## src/logic/rtc_consts.vh

```
`ifndef RTC_CONSTS_VH
`define RTC_CONSTS_VH
// ***************************************************
// register offsets on the byte-wide register port
// ***************************************************
`define RTC_OFS_CONFIG 8'ha1
`define RTC_OFS_SUBSEC 8'ha2
`define RTC_OFS_SEC 8'ha3
`define RTC_OFS_MIN 8'ha4
`define RTC_OFS_HOUR 8'ha5
`define RTC_OFS_ALARM_INTERVAL_VALUE 8'ha6
`define RTC_OFS_KEY 8'hc1
`define RTC_OFS_NOMTRIM 8'hf6
`define RTC_OFS_THERMTRIM 8'hf7
`define RTC_OFS_IRQCFG 8'hff
// ***************************************************
// rtc_config field positions
// ***************************************************
`define RTC_CFG_MIDNIGHT 7
`define RTC_CFG_DAYWRAP 6
`define RTC_CFG_ITS_HI 5
`define RTC_CFG_ITS_LO 4
`define RTC_CFG_SINGLE 3
`define RTC_CFG_ALARM 2
`define RTC_CFG_ITEN 1
`define RTC_CFG_RSVD 0
// ***************************************************
// values
// ***************************************************
`define RTC_KEY_UNLOCK 8'hea
`define RTC_KEY_RESET 8'h00
`define RTC_CNT_RESET 8'h00
`define RTC_SUBSEC_MAX 8'h7f
`define RTC_SEC_MAX 8'h3b
`define RTC_MIN_MAX 8'h3b
`define RTC_HOUR_MAX_24 8'h17
`define RTC_HOUR_MAX_256 8'hff
`define RTC_TB_SUBSEC 2'h0
`define RTC_TB_SEC 2'h1
`define RTC_TB_MIN 2'h2
`define RTC_TB_HOUR 2'h3
// ***************************************************
// timing: crystal edges per 128 hz tick, minus one
// ***************************************************
`define RTC_PRESCALE_LAST 10'h0ff
`endif

```

## src/logic/rtc_prescale.v

```verilog
`timescale 1ns/1ps
`default_nettype none
`include "rtc_consts.vh"
// ***************************************************
// crystal prescaler: 256 crystal edges per 128 hz tick
// ***************************************************
module rtc_prescale (
  // clock and power-on reset
  input wire ref_clk_i,
  input wire resetn_i,
  // crystal and calibration
  input wire xtal_i,
  input wire [8:0] corr_i,
  input wire sec_last_i,
  // tick
  output reg tick_o
);
  reg xtal_prev_q;
  reg [9:0] cnt_q;
  wire xtal_rise;
  wire [9:0] term;

  assign xtal_rise = xtal_i & ~xtal_prev_q;
  // correction only stretches or shrinks the last period of each second, so the
  // sub-second ticks stay even and a whole second carries the full trim
  assign term = sec_last_i ? (`RTC_PRESCALE_LAST - {corr_i[8], corr_i}) : `RTC_PRESCALE_LAST;

  // edge counter runs on crystal edges only, never on the core rate
  always @(posedge ref_clk_i or negedge resetn_i) begin
    if (!resetn_i) begin
      xtal_prev_q <= 1'b0;
      cnt_q <= 10'h000;
      tick_o <= 1'b0;
    end else begin
      xtal_prev_q <= xtal_i;
      tick_o <= 1'b0;
      if (xtal_rise) begin
        // >= guards against a trim change that lands below the running count
        if (cnt_q >= term) begin
          cnt_q <= 10'h000;
          tick_o <= 1'b1;
        end else begin
          cnt_q <= cnt_q + 10'h001;
        end
      end
    end
  end
endmodule // rtc_prescale
`default_nettype wire

```

## src/logic/rtc_timekeeper.v

```verilog
// Behaviour
// - counting is driven by crystal edges, not the core clock
// - nominal and thermal trims together correct the tick rate
// - counters run whatever power mode the chip is in
// - counters survive watchdog and pin resets; only power-on reset clears them
// - registers are written and read only as whole bytes
// - protected counters and irq config accept writes only while key holds unlock value
// - midnight flag bit 7 sets when counters roll to all zeros
// - midnight flag stays set until software writes it clear
// - set midnight flag blocks re-entry to deep sleep
// - day-wrap select survives warm resets, cleared by power-on reset
// - hours wrap at 255 with day-wrap 0, at 23 with day-wrap 1
// - sub-second counter wraps 127 to 0 and carries into seconds
// - seconds and minutes wrap 59 to 0 and carry onward
// - repeating mode sets alarm after programmed ticks, then restarts
`timescale 1ns/1ps
`default_nettype none
`include "rtc_consts.vh"
module rtc_timekeeper (
  // clock and power-on reset
  input wire ref_clk_i,
  input wire resetn_i,
  // warm reset (watchdog or reset pin), one-cycle pulse
  input wire warm_rst_i,
  // crystal
  input wire xtal_i,
  // register port
  input wire [7:0] sfr_addr_i,
  input wire [7:0] sfr_wdata_i,
  input wire sfr_we_i,
  output reg [7:0] sfr_rdata_o,
  // status and side outputs
  output reg midnight_o,
  output reg alarm_o,
  output reg deep_sleep_block_o,
  output reg [7:0] irq_pin_config_o
);
  // ***************************************************
  // state
  // ***************************************************
  reg [7:0] sub_q;
  reg [7:0] sec_q;
  reg [7:0] min_q;
  reg [7:0] hour_q;
  reg day_wrap_q;
  reg midnight_q;
  reg [1:0] its_q;
  reg single_q;
  reg alarm_q;
  reg iten_q;
  reg [7:0] alarm_interval_value_q;
  reg [7:0] icount_q;
  reg idone_q;
  reg [7:0] key_q;
  reg [7:0] nom_trim_q;
  reg [7:0] therm_trim_q;
  reg [7:0] irqcfg_q;

  wire tick;
  wire unlocked;
  wire wr_cfg;
  wire [8:0] corr;
  wire sub_wrap;
  wire sec_wrap;
  wire min_wrap;
  wire hour_wrap;
  wire [7:0] hour_max;
  reg tb_pulse;

  // next value of a wrapping counter
  function [7:0] inc_wrap;
    input [7:0] val;
    input [7:0] max;
    begin
      inc_wrap = (val == max) ? `RTC_CNT_RESET : val + 8'h01;
    end
  endfunction

  // ***************************************************
  // prescaler
  // ***************************************************
  assign corr = {nom_trim_q[7], nom_trim_q} + {therm_trim_q[7], therm_trim_q};

  rtc_prescale u_prescale (
    .ref_clk_i(ref_clk_i),
    .resetn_i(resetn_i),
    .xtal_i(xtal_i),
    .corr_i(corr),
    .sec_last_i(sub_q == `RTC_SUBSEC_MAX),
    .tick_o(tick)
  );

  // ***************************************************
  // carry chain
  // ***************************************************
  // no power-mode input gates the chain, so it keeps time in every mode
  assign sub_wrap = tick & (sub_q == `RTC_SUBSEC_MAX);
  assign sec_wrap = sub_wrap & (sec_q == `RTC_SEC_MAX);
  assign min_wrap = sec_wrap & (min_q == `RTC_MIN_MAX);
  assign hour_max = day_wrap_q ? `RTC_HOUR_MAX_24 : `RTC_HOUR_MAX_256;
  assign hour_wrap = min_wrap & (hour_q == hour_max);

  // key compare: only the unlock value opens the protected set
  assign unlocked = (key_q == `RTC_KEY_UNLOCK);
  assign wr_cfg = sfr_we_i & (sfr_addr_i == `RTC_OFS_CONFIG);

  // timebase select for the interval timer
  always @* begin
    case (its_q)
      `RTC_TB_SUBSEC: tb_pulse = tick;
      `RTC_TB_SEC: tb_pulse = sub_wrap;
      `RTC_TB_MIN: tb_pulse = sec_wrap;
      `RTC_TB_HOUR: tb_pulse = min_wrap;
      default: tb_pulse = 1'b0;
    endcase
  end

  // ***************************************************
  // timekeeping counters: power-on reset only
  // ***************************************************
  // a protected write in the same cycle as a tick wins, so software sets an exact time
  always @(posedge ref_clk_i or negedge resetn_i) begin
    if (!resetn_i) begin
      sub_q <= `RTC_CNT_RESET;
      sec_q <= `RTC_CNT_RESET;
      min_q <= `RTC_CNT_RESET;
      hour_q <= `RTC_CNT_RESET;
      irqcfg_q <= `RTC_CNT_RESET;
    end else begin
      if (tick) begin
        sub_q <= inc_wrap(sub_q, `RTC_SUBSEC_MAX);
      end
      if (sub_wrap) begin
        sec_q <= inc_wrap(sec_q, `RTC_SEC_MAX);
      end
      if (sec_wrap) begin
        min_q <= inc_wrap(min_q, `RTC_MIN_MAX);
      end
      if (min_wrap) begin
        hour_q <= inc_wrap(hour_q, hour_max);
      end
      // whole-byte writes only; a locked key drops the write silently
      if (sfr_we_i && unlocked) begin
        case (sfr_addr_i)
          `RTC_OFS_SUBSEC: sub_q <= sfr_wdata_i;
          `RTC_OFS_SEC: sec_q <= sfr_wdata_i;
          `RTC_OFS_MIN: min_q <= sfr_wdata_i;
          `RTC_OFS_HOUR: hour_q <= sfr_wdata_i;
          `RTC_OFS_IRQCFG: irqcfg_q <= sfr_wdata_i;
          default: irqcfg_q <= irqcfg_q;
        endcase
      end
    end
  end

  // ***************************************************
  // retained config bits: day-wrap and midnight flag
  // ***************************************************
  // midnight clears on a written 0, but a rollover in the same cycle wins
  always @(posedge ref_clk_i or negedge resetn_i) begin
    if (!resetn_i) begin
      day_wrap_q <= 1'b0;
      midnight_q <= 1'b0;
    end else begin
      if (wr_cfg) begin
        day_wrap_q <= sfr_wdata_i[`RTC_CFG_DAYWRAP];
      end
      if (hour_wrap) begin
        midnight_q <= 1'b1;
      end else if (wr_cfg && !sfr_wdata_i[`RTC_CFG_MIDNIGHT]) begin
        midnight_q <= 1'b0;
      end
    end
  end

  // ***************************************************
  // warm-resettable registers, interval timer, and trims that only power-on reset clears
  // ***************************************************
  always @(posedge ref_clk_i or negedge resetn_i) begin
    if (!resetn_i) begin
      its_q <= 2'h0;
      single_q <= 1'b0;
      alarm_q <= 1'b0;
      iten_q <= 1'b0;
      alarm_interval_value_q <= 8'h00;
      icount_q <= 8'h00;
      idone_q <= 1'b0;
      key_q <= `RTC_KEY_RESET;
      nom_trim_q <= 8'h00;
      therm_trim_q <= 8'h00;
    end else if (warm_rst_i) begin
      its_q <= 2'h0;
      single_q <= 1'b0;
      alarm_q <= 1'b0;
      iten_q <= 1'b0;
      alarm_interval_value_q <= 8'h00;
      icount_q <= 8'h00;
      idone_q <= 1'b0;
      key_q <= `RTC_KEY_RESET; // warm reset relocks, limiting runaway code
    end else begin
      if (sfr_we_i) begin
        case (sfr_addr_i)
          `RTC_OFS_CONFIG: begin
            its_q <= sfr_wdata_i[`RTC_CFG_ITS_HI:`RTC_CFG_ITS_LO];
            single_q <= sfr_wdata_i[`RTC_CFG_SINGLE];
            iten_q <= sfr_wdata_i[`RTC_CFG_ITEN];
          end
          `RTC_OFS_ALARM_INTERVAL_VALUE: alarm_interval_value_q <= sfr_wdata_i;
          `RTC_OFS_KEY: key_q <= sfr_wdata_i;
          `RTC_OFS_NOMTRIM: nom_trim_q <= sfr_wdata_i;
          `RTC_OFS_THERMTRIM: therm_trim_q <= sfr_wdata_i;
          default: key_q <= key_q;
        endcase
      end
      // disabled timer holds its count at zero and rearms single shot
      if (!iten_q) begin
        icount_q <= 8'h00;
        idone_q <= 1'b0;
      end else if (tb_pulse && !idone_q) begin
        if (icount_q + 8'h01 >= alarm_interval_value_q) begin
          icount_q <= 8'h00;
          idone_q <= single_q;
        end else begin
          icount_q <= icount_q + 8'h01;
        end
      end
      // alarm: set wins over a written 0; user code cannot set it
      if (iten_q && tb_pulse && !idone_q && (icount_q + 8'h01 >= alarm_interval_value_q)) begin
        alarm_q <= 1'b1;
      end else if (wr_cfg && !sfr_wdata_i[`RTC_CFG_ALARM]) begin
        alarm_q <= 1'b0;
      end
    end
  end

  // ***************************************************
  // read data and outputs, all registered
  // ***************************************************
  always @(posedge ref_clk_i or negedge resetn_i) begin
    if (!resetn_i) begin
      sfr_rdata_o <= 8'h00;
      midnight_o <= 1'b0;
      alarm_o <= 1'b0;
      deep_sleep_block_o <= 1'b0;
      irq_pin_config_o <= 8'h00;
    end else begin
      case (sfr_addr_i)
        `RTC_OFS_CONFIG: sfr_rdata_o <= {midnight_q, day_wrap_q, its_q, single_q, alarm_q, iten_q, 1'b1};
        `RTC_OFS_SUBSEC: sfr_rdata_o <= sub_q;
        `RTC_OFS_SEC: sfr_rdata_o <= sec_q;
        `RTC_OFS_MIN: sfr_rdata_o <= min_q;
        `RTC_OFS_HOUR: sfr_rdata_o <= hour_q;
        `RTC_OFS_ALARM_INTERVAL_VALUE: sfr_rdata_o <= alarm_interval_value_q;
        `RTC_OFS_KEY: sfr_rdata_o <= key_q;
        `RTC_OFS_NOMTRIM: sfr_rdata_o <= nom_trim_q;
        `RTC_OFS_THERMTRIM: sfr_rdata_o <= therm_trim_q;
        `RTC_OFS_IRQCFG: sfr_rdata_o <= irqcfg_q;
        default: sfr_rdata_o <= 8'h00;
      endcase
      midnight_o <= midnight_q;
      alarm_o <= alarm_q;
      deep_sleep_block_o <= midnight_q;
      irq_pin_config_o <= irqcfg_q;
    end
  end
endmodule // rtc_timekeeper
`default_nettype wire

```

## config.mk

```make
export PLATFORM = sky130hd
export DESIGN_NAME = rtc_timekeeper
export DESIGN_NICKNAME = d
export VERILOG_FILES = /design/src/logic/rtc_prescale.v /design/src/logic/rtc_timekeeper.v
export VERILOG_INCLUDE_DIRS = /design/src /design/src/logic
export SDC_FILE = /design/constraint.sdc
export NUM_CORES = 1
export LEC_CHECK = 0
export BUFFER_PORTS_ARGS = -buffer_cell sky130_fd_sc_hd__buf_2
export CORE_MARGIN = 1
export CORE_UTILIZATION = 25
export CTS_BUF_LIST = sky130_fd_sc_hd__clkbuf_4 sky130_fd_sc_hd__clkbuf_8 sky130_fd_sc_hd__clkbuf_16
export DETAILED_ROUTE_END_ITERATION = 10
export GPL_ROUTABILITY_DRIVEN = 0
export SKIP_CTS_REPAIR_TIMING = 1
export SLEW_MARGIN = 25
export SYNTH_ARGS = -nofsm -noshare
export SYNTH_HDL_FRONTEND = slang
export SYNTH_SLANG_ARGS = --single-unit
export TNS_END_PERCENT = 10
```

## constraint.sdc

```tcl
create_clock -name ref_clk_i -period 8.2 [get_ports ref_clk_i]
set_input_delay 1.23 -clock ref_clk_i [delete_from_list [all_inputs] [get_ports ref_clk_i]]
set_output_delay 1.23 -clock ref_clk_i [all_outputs]
set_load 0.02 [all_outputs]
```

# == Word-level counts from Yosys, hierarchy flattened ==
# Index checks and enable logic that the tools add are counted.
# word_totals
ram_bits,0
output_inout_bits,19
reg_bits,118
latchBits,0
mem_bits_ro,0
memories,0
# classes
magnitude_cmp,2
div,0
n_shift,0
n_reduce_logical,24
multipliers,0
n_eq_ne,20
n_addsub,8
n_mux,51
bitwise_logic,8
# ops
cell,count
8-bit two-way mux,27
"8-bit == test, second input constant",11
8-bit one-hot mux with 10 select lines,1
"8-bit by 1-bit adder with 8-bit output, second input constant",5
10-bit two-way mux,2
1-bit two-way mux,17
"8-bit by 6-bit == test with 1-bit output, second input constant",2
"10-bit by 1-bit adder with 10-bit output, second input constant",1
10-bit greater-or-equal comparator,1
2-bit AND reduction,5
2-bit nonzero test,5
"9-bit by 9-bit subtractor with 10-bit output, first input constant",1
8-bit by 8-bit adder with 9-bit output,1
"8-bit by 7-bit == test with 1-bit output, second input constant",1
8-bit == test,1
8-bit greater-or-equal comparator,1
1-bit logical AND,7
1-bit bitwise AND,6
2-bit two-way mux,3
"3-bit by 2-bit inequality test with 1-bit output, second input constant",2
3-bit AND reduction,2
"2-bit == test, second input constant",2
1-bit one-hot mux with 4 select lines,1
1-bit zero test,3
other kinds (4),5

# == Longest topological paths before layout ==
# depth
ltp_word,10
depth_mapped,16

# == By module ==
# Synthesis repeated with hierarchy kept, for this count alone.
# hier_totals
cells_unflattened,723
hier_area_um2,6832.8
# by_module_without_submodules
module,area_each_um2,instances,cells_each
rtc_timekeeper,5988.2,1,635
rtc_prescale,844.6,1,88

# == Least setup slack after synthesis ==
# Ideal clock, no wire load.
# synth_path
kind,flip-flop to flip-flop
start,register nom_trim_q[2]
end,register u_prescale.cnt_q[0]
arrival_ns,3.333
synth_period_minus_slack_ns,3.398
setup_time_ns,0.064
slack_ns,4.802
t_required_ns,8.136
stages_incl_launch_ff,17
path_cell_list,dfrtp_1 > inv_1 > ha_1 > ha_1 > a21oi_1 > nor2b_1 > o31a_1 > o41ai_1 > xnor2_1 > nand2b_1 > ha_1 > a21oi_1 > nand2_1 > a2111oi_0 > nor3_1 > nor2_1 > mux2_2
# synth_between
elab_chain_len,5
# synth_lines
element,line,text
from (decl),rtc_timekeeper.v:55,reg [7:0] nom_trim_q;
from (signal assigned),rtc_timekeeper.v:210,`RTC_OFS_NOMTRIM: nom_trim_q <= sfr_wdata_i;
8-bit by 8-bit adder with 9-bit output,rtc_timekeeper.v:82,"assign corr = {nom_trim_q[7], nom_trim_q} + {therm_trim_q[7], therm_trim_q};"
9-bit by 9-bit subtractor with 10-bit output (no source line),--,
10-bit two-way mux (no source line),--,
10-bit greater-or-equal comparator,rtc_prescale.v:39,if (cnt_q >= term) begin
10-bit two-way mux,rtc_prescale.v:39,
to (signal assigned),rtc_prescale.v:43,cnt_q <= cnt_q + 10'h001;
to (decl),rtc_prescale.v:19,reg [9:0] cnt_q;
# No other way between the ends.
# A chain may end at the register's enable or synchronous reset.

# == Final worst setup path ==
# layout_path
start,register nom_trim_q[2]
end,register u_prescale.cnt_q[4]
# The elaborated chain is that of the path after synthesis.

==> flow_summary.toml <==
[finish]
drive_above_1_share_pct = 13.0
final_cells = 1128
top_register = "u_prescale.cnt_q"
nets = 836
antenna_cells = 0
layout_commonest_cell = "dfrtp_1"
synthToLayoutAreaGrowth_pct = 16.2
largest_reg_flops = 10
final_cell_mix = "dfrtp_1 (118), nand2_1 (106), nor2_1 (55)"

[setup_path]
cp_max_fo = 6
start_kind = "register"
cpMostUsedCell = "ha_1"
timing.rr.start = "nom_trim_q[2]"
critPathArrivalTime_ps = 4100
worstSetupEndpointType = "register"
r2r-end = "u_prescale.cnt_q[4]"
reg2reg_depth = 16
r2r_slack_ps = 4480
cp_data_required_time_ps = 8580
crit_chain = "inv_1 > ha_1 > ha_1 > a21oi_1 > nor2b_1 > o31a_1 > o41ai_1 > xnor2_1 > nand2b_1 > ha_1 > a21oi_1 > nand2_1 > a2111oi_0 > nor3_1 > o21ai_0 > a21o_1"
criticalPathCategory = "register to register"
cpPeakStageDelay_ps = 490
critPathSlowestCell = "a2111oi_0"

[logic_synthesis]
ys.flop_type = "dfrtp_1"
synth_nets = 814
synthDistinctLibCells = 61
ys_ff_latch = 118
synthCells = 752
yosysTopAreaCellShare_pct = 43.1
synth.largest_area_cell = "dfrtp_1"
ys_warn_count = 0
ys_seq_area_share_pct = 43.1
synthesis.area_mm2 = 0.00686
async_reset_ff_share_pct = 100
ys_top_cells_by_area = "dfrtp_1 (43%), ha_1 (7.3%), nand2_1 (5.8%)"
syn_avg_cell_area_um2 = 9.12
synth-edff-count = 0

[timing]
tightest_slew_ps = 990
worst_hold_slack_ps = 400
finClkSkew_ps = 18.7
finalSetupViolCount = 0
finalSetupTns_ps = 0
final.min_clock_period_ps = 3720
finalHoldViolations = 0
rsz0062_at_grt = "false"
fin_crit_sh_pct = 45.4
drv_slew = 0
max_slew_margin_pct = 33.4
max_freq_mhz = 269

[route]
wl_um = 18700
via_per_inst = 4.96
dr.pass1.iters = 5
num_vias = 5592
drt-initial-drc-count = 689
ant_nets = 0
drc = 0
wl_per_cell_um = 16.6

[die]
dieArea_mm2 = 0.0281
initial_core_util_pct = 25.4
core_mm2 = 0.0270
ioPinCount = 40
die_y_um = 168
dieWidth_um = 168
rows = 60

[clock_network]
numClockSinks = 118
cts_buffers = 17
tritoncts = "done"
clockRootBuffer = "clkbuf_16"
h-tree-depth = 4
clk_latency_ps = 430
clk_pin_slew_ps = 70
cts.path.max_buffers = 2

[global_route]
grtUsageMet1_pct = 18.4
grt_pass1_vias = 5305
grt_pass1_wl_um = 30300
overflow = 0
grt_max_degree = 62
track_usage_pct = 14.0
gr-usage-met3_pct = 3.14
grt-busiest-layer = "met2"
grtUsageMet2_pct = 22.7
antenna_found_initial = 1

[status]
status = "finished, final reports clean"

[worst_hold_path]
min_path_type = "register to register"
hold_path_end = "irq_pin_config_o[7]"
holdPathStages = 0
worstHoldStart = "irqcfg_q[7]"

[placement]
port_buffers = 39
dp_cells = 1096
hpwl_um = 13400

[power]
irDropWorstVdd_v = 0.000136
power.leakage_uw = 0.00355
power.density_mw_per_mm2 = 187

[flow_run]
maxCapViolations = 0
cell type report:
cell class / count / area, µm²
Fill cell: 2790 / 19000
Multi-Input combinational cell: 553 / 3590
Sequential cell: 118 / 2950
Tap cell: 341 / 427
Clock buffer: 17 / 425
Timing Repair Buffer: 43 / 228
Clock inverter: 15 / 193
Inverter: 41 / 154
per-layer routing:
metal / up-vias / wire [µm]
met5: - / 9
met4: 2 / 295
met3: 20 / 964
met2: 142 / 8980
met1: 2724 / 8480
li1: 2704 / -
worst max path at each step:
stage / end / startpoint / cells after the start
6_report: u_prescale.cnt_q[4] / nom_trim_q[2] / 16
5_1_grt: u_prescale.cnt_q[0] / therm_trim_q[1] / 16
4_1_cts: u_prescale.cnt_q[5] / therm_trim_q[1] / 15
3_5_place_dp: sec_q[3] / sfr_we_i / 6
3_3_place_gp: sec_q[3] / sfr_we_i / 6
2_1_floorplan: u_prescale.cnt_q[0] / nom_trim_q[2] / 16
logic make-up (layout without fill, tap and decap cells):
kind of cell    Yosys count  after routing  synth area share (%)
xor+xnor                 33             33                  4.21
simple gates            285            285                  20.5
fa+ha+maj                41             41                  7.59
mux                      33             33                  5.13
compound gates          161            161                  14.8
buf+inv                  81            116                  4.73
flops                   118            118                  43.1
cell usage after synthesis (5+ instances only):
library cell / instances
dfrtp_1: 118
mux2i_1: 16
xnor2_1: 18
nand2_1: 106
nand3_1: 37
a31oi_1: 5
nand2b_1: 9
o21ai_0: 53
a21oi_1: 39
inv_1: 41
a21o_1: 6
nor2_1: 55
o22ai_1: 7
a222oi_1: 6
nand4_1: 14
nor3_1: 10
mux2_2: 17
ha_1: 40
o31ai_1: 9
clkbuf_1: 24
nor2b_1: 9
buf_2: 13
a22o_1: 8
xor2_1: 15
and3_1: 9
a221oi_1: 6
where the power goes:
part | internal, µW | switching [µW] | leakage, µW
logic | 33.8 | 61.8 | 0.00181
registers | 596 | 15.3 | 0.00145
clock network | 485 | 301 | 0.000296
through the flow:
stage	setup WS [ps]	area, µm²	util (%)	power (µW)
after floorplan	4800	6860	-	675
after global placement	4470	7350	27.3	716
after detailed placement	4310	7350	27.3	718
after CTS	4440	7970	29.6	1510
after global routing	3990	7970	29.6	1550
final	4480	7970	29.6	1490
critical path: cells and delay by family, from the launching register on:
family                   cells  cell delay, ps
XOR/XNOR                     1             170
flip-flops                   1             340
AO/OA/AOI/OAI                7            1730
AND/OR/NAND/NOR              4             440
adder cells (fa/ha/maj)      3             940
buffers and inverters        1              50
Power figures use the tool's default switching activity.
